**config.mk**
```make
export PLATFORM = sky130hd
export DESIGN_NAME = phys_region_bus_config
export DESIGN_NICKNAME = d
export VERILOG_FILES = /design/src/core/region_cfg_pkg.sv /design/src/core/phys_region_bus_config.sv
export SDC_FILE = /design/constraint.sdc
export NUM_CORES = 1
export LEC_CHECK = 0
export ABC_CLOCK_PERIOD_IN_PS = 15000
export CAP_MARGIN = 15
export CELL_PAD_IN_SITES_DETAIL_PLACEMENT = 1
export CELL_PAD_IN_SITES_GLOBAL_PLACEMENT = 1
export CORE_UTILIZATION = 57
export CTS_BUF_LIST = sky130_fd_sc_hd__clkbuf_8 sky130_fd_sc_hd__clkbuf_16
export DETAILED_ROUTE_END_ITERATION = 6
export DONT_BUFFER_PORTS = 1
export PLACE_DENSITY_LB_ADDON = 0.1
export SETUP_SLACK_MARGIN = 0.3
export SYNTH_ARGS = -nofsm -noshare
export SYNTH_HDL_FRONTEND = slang
export SYNTH_SLANG_ARGS = --single-unit
```
**constraint.sdc**
```tcl
create_clock -name i_ref_clk -period 15 [get_ports i_ref_clk]
set_input_delay 1.5 -clock i_ref_clk [delete_from_list [all_inputs] [get_ports i_ref_clk]]
set_output_delay 1.5 -clock i_ref_clk [all_outputs]
set_load 0.03 [all_outputs]
```
**src/core/region_cfg_pkg.sv**
```systemverilog
// Package with region configuration field layout, reset values and types.
package region_cfg_pkg;
   localparam int NUM_REGIONS = 16;
   localparam int REGION_BITS = 4;
   localparam int DEFAULT_REGION = 15;
   localparam int CTV_BIT = 0;
   localparam int BUS_CONTROL_REG_CTV_POS = 0;
   // Field positions in a region configuration word.
   localparam int RAD_LO = 0;
   localparam int RDD_LO = 6;
   localparam int WAD_LO = 8;
   localparam int WDD_LO = 14;
   localparam int XDA_LO = 16;
   localparam int PEN_POS = 20;
   localparam int PARITY_SENSE_SEL_POS = 21;
   localparam int BW_LO = 22;
   localparam int READ_PIPELINE_EN_POS = 24;
   localparam int BEN_POS = 28;
   localparam int WAIT_TERMINATE_EN_POS = 29;
   // Reset value of the default region word: waits 31/31/15, all else 0.
   localparam logic [31:0] DEFAULT_RESET = 32'h000f_1f1f;
   localparam logic [31:0] BUS_CONTROL_REG_RESET = 32'h0000_0000;
   localparam logic [1:0] BW_8 = 2'h0;
   localparam logic [1:0] BW_16 = 2'h1;
   localparam logic [1:0] BW_32 = 2'h2;
   localparam logic [1:0] BW_RSVD = 2'h3;

   // Decoded configuration applied to the current access.
   typedef struct packed {
      logic wait_terminate_en;
      logic burst_access_en;
      logic read_pipeline_en;
      logic [1:0] bus_width_sel;
      logic parity_sense_sel;
      logic parity_check_en;
      logic [3:0] turnaround_waits;
      logic [1:0] write_data_data_waits;
      logic [4:0] write_addr_data_waits;
      logic [1:0] read_data_data_waits;
      logic [4:0] read_addr_data_waits;
   } access_cfg_type;

   // Load port from the initialization sequencer.
   typedef struct packed {
      logic cfg_we;
      logic [3:0] cfg_idx;
      logic ctl_we;
      logic [31:0] data;
   } load_req_type;
endpackage

```
**src/core/phys_region_bus_config.sv**
```systemverilog
// Physical-region bus configuration bank with applied-access decode.
`timescale 1ns/1ps
module phys_region_bus_config #(
   parameter int ADDR_W = 32
) (
   input wire logic i_ref_clk,
   input wire logic i_rst_n,
   input wire region_cfg_pkg::load_req_type i_load,
   input wire logic [ADDR_W-1:0] i_addr,
   input wire logic i_start,
   input wire logic i_write,
   input wire logic i_burst_req,
   input wire logic i_last,
   input wire logic i_ready_n,
   input wire logic i_burst_cut_n,
   output logic [31:0] o_rd_cfg,
   output logic [31:0] o_bus_control,
   output region_cfg_pkg::access_cfg_type o_cfg,
   output logic o_pipeline_ok,
   output logic o_burst_ok,
   output logic o_parity_odd,
   output logic o_width_reserved,
   output logic o_table_loaded,
   output logic o_data_done,
   output logic o_turnaround
);
   localparam int NR = region_cfg_pkg::NUM_REGIONS;

   // Access phases, one-hot: idle, address waits, data beats, turnaround.
   typedef enum logic [3:0] {
      ST_IDLE = 4'h1,
      ST_ADDR = 4'h2,
      ST_DATA = 4'h4,
      ST_TURN = 4'h8
   } phase_type;

   // Region words, bus control and which words were loaded since reset.
   logic [31:0] cfg_reg [NR];
   logic [31:0] bus_control_reg_reg;
   logic [NR-1:0] loaded_reg;
   logic loaded_all_reg;
   // Access sequencing state.
   phase_type phase_reg, phase_next;
   logic [4:0] wait_reg, wait_next;
   logic [1:0] ready_s1_reg, ready_s2_reg;
   logic [region_cfg_pkg::REGION_BITS-1:0] region_reg;
   logic wr_reg;

   // Unpacks a raw configuration word into named fields.
   function automatic region_cfg_pkg::access_cfg_type unpack_cfg(
      input logic [31:0] w);
      region_cfg_pkg::access_cfg_type c;
      c.read_addr_data_waits = w[region_cfg_pkg::RAD_LO +: 5];
      c.read_data_data_waits = w[region_cfg_pkg::RDD_LO +: 2];
      c.write_addr_data_waits = w[region_cfg_pkg::WAD_LO +: 5];
      c.write_data_data_waits = w[region_cfg_pkg::WDD_LO +: 2];
      c.turnaround_waits = w[region_cfg_pkg::XDA_LO +: 4];
      c.parity_check_en = w[region_cfg_pkg::PEN_POS];
      c.parity_sense_sel = w[region_cfg_pkg::PARITY_SENSE_SEL_POS];
      c.bus_width_sel = w[region_cfg_pkg::BW_LO +: 2];
      c.read_pipeline_en = w[region_cfg_pkg::READ_PIPELINE_EN_POS];
      c.burst_access_en = w[region_cfg_pkg::BEN_POS];
      c.wait_terminate_en = w[region_cfg_pkg::WAIT_TERMINATE_EN_POS];
      return c;
   endfunction

   // Region index of an address from its top bits. While the table is not
   // valid every address maps onto the default region word instead.
   wire [3:0] addr_region =
      i_addr[ADDR_W-1 -: region_cfg_pkg::REGION_BITS];
   wire table_valid = bus_control_reg_reg[region_cfg_pkg::CTV_BIT];
   wire [3:0] sel_idx = table_valid ? addr_region
      : 4'(region_cfg_pkg::DEFAULT_REGION);

   // The region is latched for a whole access, so a control load that lands
   // in the middle of an access never switches the region word being used.
   wire [3:0] act_idx = (phase_reg == ST_IDLE) ? sel_idx : region_reg;
   wire region_cfg_pkg::access_cfg_type cur_cfg = unpack_cfg(cfg_reg[act_idx]);

   // Load strobes decoded to one bit per region word; the same bits mark
   // which words have arrived since reset.
   wire [3:0] addr_region_rd = i_load.cfg_idx;
   wire [NR-1:0] cfg_hit = i_load.cfg_we ? (NR'(1) << i_load.cfg_idx) : '0;
   wire all_loaded = &(loaded_reg | cfg_hit);
   // Bus control is accepted only once every region word is in place, so an
   // early control word cannot validate a half-loaded table.
   wire bus_control_reg_we = i_load.ctl_we && loaded_all_reg;

   // External ready/terminate are honoured only when the region enables it.
   // The pins are read after the synchroniser, so they act two cycles late.
   wire ext_ready = ready_s2_reg[0] == 1'b0;
   wire ext_cut = ready_s2_reg[1] == 1'b0;
   wire ext_ok = cur_cfg.wait_terminate_en ? (ext_ready || ext_cut)
      : 1'b1;
   wire waits_done = (wait_reg == 5'h00);
   wire beat_done = waits_done && ext_ok;

   // Wait counts loaded at the start of an access, between burst beats and
   // after the last beat.
   wire [4:0] first_waits = i_write ? cur_cfg.write_addr_data_waits
      : cur_cfg.read_addr_data_waits;
   wire [4:0] dd_waits = wr_reg ? 5'(cur_cfg.write_data_data_waits)
      : 5'(cur_cfg.read_data_data_waits);
   wire [4:0] turn_waits = 5'(cur_cfg.turnaround_waits);

   // A burst goes on only while the region allows it; a cut from the far
   // side ends it early, but only where the region honours the pins.
   wire burst_go = i_burst_req && cur_cfg.burst_access_en;
   wire cut_now = cur_cfg.wait_terminate_en && ext_cut;

   // Next values of the status outputs, decoded from the applied word and the phase so
   // that every output below comes straight from a flip-flop.
   wire pipeline_next = cur_cfg.read_pipeline_en && !wr_reg;
   wire parity_next = cur_cfg.parity_check_en
      && cur_cfg.parity_sense_sel;
   wire width_rsvd_next =
      cur_cfg.bus_width_sel == region_cfg_pkg::BW_RSVD;
   wire done_next = (phase_reg == ST_DATA) && beat_done;
   wire turn_next = (phase_next == ST_TURN);

   // One storage word per region, each written only by its own strobe bit.
   // Every word resets to the default value, so region 15 holds the word
   // that applies until a valid table has been loaded.
   for (genvar g = 0; g < NR; g++) begin : g_region
      always_ff @(posedge i_ref_clk) begin
         if (!i_rst_n) begin
            cfg_reg[g] <= region_cfg_pkg::DEFAULT_RESET;
         end else if (cfg_hit[g]) begin
            cfg_reg[g] <= i_load.data;
         end
      end
   end

   // Load flags, the all-loaded flag and the bus control register.
   always_ff @(posedge i_ref_clk) begin
      if (!i_rst_n) begin
         bus_control_reg_reg <= region_cfg_pkg::BUS_CONTROL_REG_RESET;
         loaded_reg <= '0;
         loaded_all_reg <= 1'b0;
      end else begin
         loaded_reg <= loaded_reg | cfg_hit;
         loaded_all_reg <= all_loaded;
         if (bus_control_reg_we) begin
            bus_control_reg_reg <= i_load.data;
         end
      end
   end

   // Two-flop synchronisers for the external ready and burst-cut pins.
   // The pins come from outside the clock domain; only the second stage is
   // read by logic. Both reset to the idle high level so that no false
   // ready is seen while reset is released.
   always_ff @(posedge i_ref_clk) begin
      if (!i_rst_n) begin
         ready_s1_reg <= 2'h3;
         ready_s2_reg <= 2'h3;
      end else begin
         ready_s1_reg <= {i_burst_cut_n, i_ready_n};
         ready_s2_reg <= ready_s1_reg;
      end
   end

   // Access phase sequencing with programmed wait-state counts.
   // A start is taken only in idle; the address phase counts the first
   // waits, each data beat needs its count at zero and, where enabled, the
   // far side's ready or burst cut, and the turnaround counts down before idle again.
   always_comb begin
      phase_next = phase_reg;
      wait_next = wait_reg;
      unique case (phase_reg)
         ST_IDLE: begin
            if (i_start) begin
               phase_next = ST_ADDR;
               wait_next = first_waits;
            end
         end
         ST_ADDR: begin
            if (waits_done) begin
               phase_next = ST_DATA;
            end else begin
               wait_next = wait_reg - 5'h01;
            end
         end
         ST_DATA: begin
            if (!waits_done) begin
               wait_next = wait_reg - 5'h01;
            end else if (beat_done) begin
               if (i_last || !burst_go || cut_now) begin
                  phase_next = ST_TURN;
                  wait_next = turn_waits;
               end else begin
                  wait_next = dd_waits;
               end
            end
         end
         ST_TURN: begin
            if (waits_done) begin
               phase_next = ST_IDLE;
            end else begin
               wait_next = wait_reg - 5'h01;
            end
         end
      endcase
   end

   // Phase state and its wait counter. The counter is loaded on entry to the
   // address and turnaround phases and between burst beats, and counts down
   // to zero, where the phase may move on.
   always_ff @(posedge i_ref_clk) begin
      if (!i_rst_n) begin
         phase_reg <= ST_IDLE;
         wait_reg <= 5'h00;
      end else begin
         phase_reg <= phase_next;
         wait_reg <= wait_next;
      end
   end

   // Region and direction are latched when an access is taken and held to
   // its end, so the applied region cannot change between the address phase
   // and the turnaround.
   always_ff @(posedge i_ref_clk) begin
      if (!i_rst_n) begin
         region_reg <= 4'h0;
         wr_reg <= 1'b0;
      end else if (phase_reg == ST_IDLE && i_start) begin
         region_reg <= sel_idx;
         wr_reg <= i_write;
      end
   end

   // Read-back of the region word at the load index, one cycle late, and a
   // copy of the bus control register.
   always_ff @(posedge i_ref_clk) begin
      if (!i_rst_n) begin
         o_rd_cfg <= '0;
         o_bus_control <= '0;
      end else begin
         o_rd_cfg <= cfg_reg[addr_region_rd];
         o_bus_control <= bus_control_reg_reg;
      end
   end

   // Applied configuration fields; during reset they show the default word
   // so the bus starts out slow and narrow.
   always_ff @(posedge i_ref_clk) begin
      if (!i_rst_n) begin
         o_cfg <= unpack_cfg(region_cfg_pkg::DEFAULT_RESET);
      end else begin
         o_cfg <= cur_cfg;
      end
   end

   // Per-access permissions and flags. Parity odd is only reported while
   // parity is enabled, so a disabled region never shows an odd sense.
   // The reserved width code is flagged rather than silently remapped.
   always_ff @(posedge i_ref_clk) begin
      if (!i_rst_n) begin
         o_pipeline_ok <= 1'b0;
         o_burst_ok <= 1'b0;
         o_parity_odd <= 1'b0;
         o_width_reserved <= 1'b0;
      end else begin
         o_pipeline_ok <= pipeline_next;
         o_burst_ok <= cur_cfg.burst_access_en;
         o_parity_odd <= parity_next;
         o_width_reserved <= width_rsvd_next;
      end
   end

   // Load and phase status. The done flag is a one-cycle pulse per beat;
   // the turnaround flag stands for as long as the turnaround lasts.
   always_ff @(posedge i_ref_clk) begin
      if (!i_rst_n) begin
         o_table_loaded <= 1'b0;
         o_data_done <= 1'b0;
         o_turnaround <= 1'b0;
      end else begin
         o_table_loaded <= loaded_all_reg;
         o_data_done <= done_next;
         o_turnaround <= turn_next;
      end
   end
endmodule

```
Yosys cells after proc, flatten, opt, wreduce, memory -nomap -nowiden
Memories as Yosys holds them, arrays and structs flattened. A register that Yosys moved wholly into a read port is not among the register bits.
Cells that the tools add are included.

storage, ports and cells
  latch bits = 0
  logic and storage cells = 160
  register bits after elaboration = 130
  RAM bits = 512
  input port bits = 78
  memories = 1
  bits in read-only memories = 0
  output and inout port bits = 96

memories
  name     words  width  read ports  clocked after memory_dff  wr ports  line                          RTL
  cfg_reg  16     32     2           1                         16        phys_region_bus_config.sv:38  logic [31:0] cfg_reg [NR];

cells by class
  reduce and logical (&&, ||, !) cells = 18
  multiply operators = 0
  shifts and indexed selects = 1
  multiplexer cells = 84
  bitwise logic cells = 19
  add/sub/neg operators = 1
  divide/modulo/power cells = 0
  $lt $le $gt $ge = 0
  equality and inequality tests = 9

operators with widths
  kind                                                                   number
  32-bit 2-to-1 mux                                                      16
  1-bit 2-to-1 mux                                                       50
  4-bit 2-to-1 mux                                                       9
  5-bit 2-to-1 mux                                                       5
  16-bit 2-to-1 mux                                                      1
  1-bit bitwise OR                                                       16
  16-bit bitwise OR                                                      1
  4-bit case mux with 4 select lines                                     1
  16-bit AND reduction                                                   1
  1-bit by 4-bit << shifter with 16-bit output, first input constant     1
  5-bit case mux with 3 select lines                                     1
  4-bit equality test, second input constant                             2
  1-bit logical AND                                                      8
  5-bit zero test                                                        1
  5-bit by 1-bit subtractor with 5-bit output, second input constant     1
  4-bit by 1-bit equality test with 1-bit output, second input constant  1
  4-bit by 2-bit equality test with 1-bit output, second input constant  1
  4-bit by 3-bit equality test with 1-bit output, second input constant  1
  2-bit inequality test, second input constant                           2
  1-bit zero test                                                        3
  1-bit logical OR                                                       3
  3-bit inequality test, second input constant                           1
  3-bit AND reduction                                                    1
  2-bit equality test, second input constant                             1
  other kinds (3)                                                        4

Longest topological paths before layout
An unclocked memory read counts as a cell.

  word-level depth = 12
  gate-level depth with buffers = 14
  depth with buffers taken out = 10

Worst setup path before layout
OpenSTA, ideal clock, no wires.

  kind = input to register
  start = input i_load[33] in the netlist's numbering
  end = memory cfg_reg[15][0], enable pin
  buffers on the path = 4
  setup time = 0.466 ns
  cell stages on the path = 6
  slack = 9.237 ns
  data arrival time = 5.297 ns
  cell sequence = clkbuf_1 -> buf_1 -> clkbuf_1 -> clkbuf_1 -> nand2_1 -> o21ai_0

RTL lines
  what             line                          RTL
  start, declared  phys_region_bus_config.sv:8   input wire region_cfg_pkg::load_req_type i_load,
  end, declared    phys_region_bus_config.sv:38

Worst setup path after layout
  start = register phase_reg[3]
  end = register o_pipeline_ok

between the ends
  word-level cells in the longest chain between the ends = 4

ends and longest elaborated chain
  what                                            line                           RTL
  start, declared                                 phys_region_bus_config.sv:43   phase_type phase_reg, phase_next;
  start signal, assigned                          phys_region_bus_config.sv:214  phase_reg <= phase_next;
  4-bit by 1-bit equality test with 1-bit output  phys_region_bus_config.sv:77   wire [3:0] act_idx = (phase_reg == ST_IDLE) ? sel_idx : region_reg;
  4-bit 2-to-1 mux                                phys_region_bus_config.sv:77
  memory read 16 x 32 bit                         --
  1-bit logical AND                               phys_region_bus_config.sv:113  wire pipeline_next = cur_cfg.read_pipeline_en && !wr_reg;
  end signal, assigned                            phys_region_bus_config.sv:264  o_pipeline_ok <= pipeline_next;
  end, declared                                   phys_region_bus_config.sv:19   output logic o_pipeline_ok,

No other way between the ends.
A chain may end at the register's enable or synchronous reset.

==> summary.md <==
| Metric | Value |
|---|---|
| Outcome | `complete, no violations` |
| Synth unique cells | `53` |
| Post-Synth Adder-Cell Area | `0.0393%` |
| First-pass GRT wire length | `156000 um` |
| Met3 Use GR | `8.31%` |
| Clock transition at path regs | `0.06 ns` |
| # rows | `86` |
| Worst Clk Skew | `0.0241 ns` |
| DRT antenna net count | `0` |
| Syn Nets | `2629` |
| Crit path DAT | `5.12 ns` |
| Pleak | `0.0120 uW` |
| Slew headroom | `23.2%` |
| Worst hold slack | `0.420 ns` |
| Total number of yosys warnings | `0` |
| Cell count after synthesis | `2550` |
| Final max-slew violation count | `0` |
| 1st-pass router iterations | `5` |
| DIE HEIGHT | `238 um` |
| Reg area | `18600 um2` |
| Full die area | `56800 um2` |
| Core area | `55100 um2` |
| DP Worst Slack | `10.04 ns` |
| Post-cts resize count | `0` |
| Vias per inst | `6.94` |
| Pwr Density | `131 nW/um2` |
| Max Cap Viol | `0` |
| H-tree depth | `3` |
| Crit path kind | `register to register` |
| I/O pins | `174` |
| I/O Buffers | `0` |
| Post-synth EDFFs | `512` |
| Maximum fanout along the worst path | `47` |
| Post-route clock period utilization | `30.6%` |
| Area of the multi-input gates | `12400 um2` |
| Via count | `22600` |
| Peak VDD IR | `0.000117 V` |
| GR Util met1 | `51.8%` |
| Clk sinks | `674` |
| Hold WC Path Type | `register to register` |
| Largest net degree at the start of global routing | `148` |
| Final setup TNS | `0 ns` |
| Root Driver | `clkbuf_16` |
| Drt wl/cell | `32.9 um` |
| Clk_lat worst skew | `0.62 ns` |
| Seq/Total Area, Yosys | `58.5%` |
| Post-Syn Area | `31800 um2` |
| Clock Path Buffers | `3` |
| HPWL Detailed | `60900 um` |
| Die Wd | `238 um` |
| Main combinational cell family by area after synthesis | `simple AND/OR/NAND/NOR gates` |
| Max Clock Freq | `0.218 GHz` |
| Initial DRC count | `2922` |
| RSZ-0062 raised after global routing | `no` |
| Layout area overhead | `9.19%` |
| Critical Path Start Type | `register` |
| Nets | `2526` |
| Final Hold Fails | `0` |
| Setup bufs post-CTS | `0` |
| Ys async rst share | `0%` |
| Simple-gate area share of the yosys netlist | `19.3%` |
| Max reg flops | `512` |
| Fill count | `5307` |
| Post-synthesis compound-gate area fraction | `4.32%` |
| Residual DRC | `0` |
| Yosys reg bits | `674` |
| Share of cells above drive strength 1 | `14.4%` |
| Worst path required time | `15.54 ns` |
| Initial antenna violation count | `10` |
| Avg Cell Area, Syn | `12.5 um2` |
| Worst setup EP type | `register` |
| Post-synthesis xor/xnor area fraction | `0.0550%` |
| Hold buffers post-CTS | `0` |
| Final setup violating endpoints | `0` |
| Grt ovf | `0` |
| Placed inst area | `32500 um2` |
| Vias in the first global route | `23100` |
| Cts bufs inserted | `73` |
| Final instance area | `34800 um2` |
| Mux cell area share after synthesis | `14.8%` |
| Most used flip-flop cell after synthesis | `edfxtp_1` |
| Initial Utilization | `57.8%` |
| Min Tclk post-route | `4.59 ns` |
| Gpl congestion | `0.862` |
| GRT Util Overall | `38.2%` |
| CTS tree | `yes` |
| Setup WS post-layout | `10.41 ns` |
| WL final | `107000 um` |
| GRT Max-Usage Layer | `met2` |
| Slew @ Worst Pin | `1.14 ns` |
| Met2 Use GR | `61.2%` |
-- cell usage after synthesis, types with 22 or more instances --
library cell / n / area [um2]
clkbuf_1: 186 / 698
buf_2: 22 / 110
a21oi_1: 74 / 370
or3_1: 225 / 1410
mux4_2: 168 / 3780
o21ai_0: 31 / 155
and2_1: 363 / 2270
o22ai_1: 24 / 150
mux2i_1: 85 / 851
nor3_1: 28 / 140
dfxtp_1: 162 / 3240
nor2_1: 83 / 312
nand3_1: 64 / 320
nand2_1: 323 / 1210
a31oi_1: 25 / 156
edfxtp_1: 512 / 15400
-- routing by layer --
layer	vias up	routed length, um
li1	9188	-
met1	11600	40000
met2	1483	50800
met3	281	12500
met4	6	3840
met5	-	34
-- report_power, final --
| group | internal [uW] | switching [uW] | total [uW] | leakage, uW |
|---|---|---|---|---|
| Combinational | 208 | 359 | 568 | 0.00446 |
| Clock | 1000 | 751 | 1750 | 0.00123 |
| Sequential | 2120 | 114 | 2240 | 0.00633 |
| Total | 3330 | 1220 | 4560 | 0.0120 |
-- cell families (layout without fill, tap and decap cells) --
family                     count (synthesis)  after routing
buffers and inverters                    242            197
adders and majority gates                  1              1
AOI/OAI and AO/OA                        216            216
muxes                                    259            259
and+or+nand+nor                         1156           1156
DFF                                      674            674
xor gates and xnor gates                   2              2
other                                      0              1
-- layout by cell type, fill, tap and decap left out, types with 8 or more instances in the layout --
| cell type | instances |
|---|---|
| o22ai_1 | 24 |
| a32oi_1 | 11 |
| a21oi_1 | 74 |
| inv_1 | 29 |
| edfxtp_1 | 512 |
| mux4_2 | 168 |
| and2_1 | 363 |
| nor2_1 | 82 |
| clkinv_2 | 8 |
| clkbuf_16 | 78 |
| dfxtp_1 | 162 |
| mux2i_1 | 82 |
| nand4_1 | 14 |
| buf_4 | 57 |
| nand2b_1 | 15 |
| nand2_1 | 321 |
| o21ai_0 | 19 |
| nand3_1 | 62 |
| a311oi_1 | 18 |
| nor3_1 | 28 |
| o21ai_4 | 12 |
| or3_1 | 225 |
| and3_1 | 21 |
| clkinv_1 | 11 |
| a31oi_1 | 25 |
-- worst paths after layout --
| kind | startpoint | to | slack (ns) | cells past startpoint |
|---|---|---|---|---|
| setup / recovery | phase_reg[3]$_SDFF_PN0_ | o_pipeline_ok$_SDFF_PN0_ | 10.41 | 10 |
| hold / removal | ready_s1_reg[0]$_SDFF_PN1_ | ready_s2_reg[0]$_SDFF_PN1_ | 0.42 | 1 |
| setup reg to reg | phase_reg[3]$_SDFF_PN0_ | o_pipeline_ok$_SDFF_PN0_ | 10.41 | 10 |
| hold reg to reg | ready_s1_reg[0]$_SDFF_PN1_ | ready_s2_reg[0]$_SDFF_PN1_ | 0.42 | 1 |
-- critical path, cell delays in order (launching register included) --
cell      delay [ns]
dfxtp_1         0.43
nor4b_4         0.32
buf_4           0.33
mux2_4          0.74
buf_4           0.60
nand2_1         0.12
and3_1          0.20
a311oi_1        0.39
nor3_1          0.13
nor3_1          0.95
nor2b_1         0.25
-- metrics by stage --
stage / total power, uW / utilization [%] / instances
after floorplan: 2640 / - / 2550
after CTS: 4550 / 63.1 / 3253
final: 4560 / 63.1 / 3254
after global placement: 2790 / 58.9 / 3120
after global routing: 4660 / 63.1 / 3253
after detailed placement: 2820 / 58.9 / 3120
-- area by class of cell --
cell class | count | area share [%]
repair buffers | 57 | 1.23
inverters | 7 | 0.0756
flip-flops and latches | 674 | 53.6
well taps | 748 | 2.69
clock inverters | 49 | 0.774
multi-input cells | 1634 | 35.8
clock buffers | 84 | 5.85
diodes | 1 | 0.00720
(Power assumes the default switching activity.)
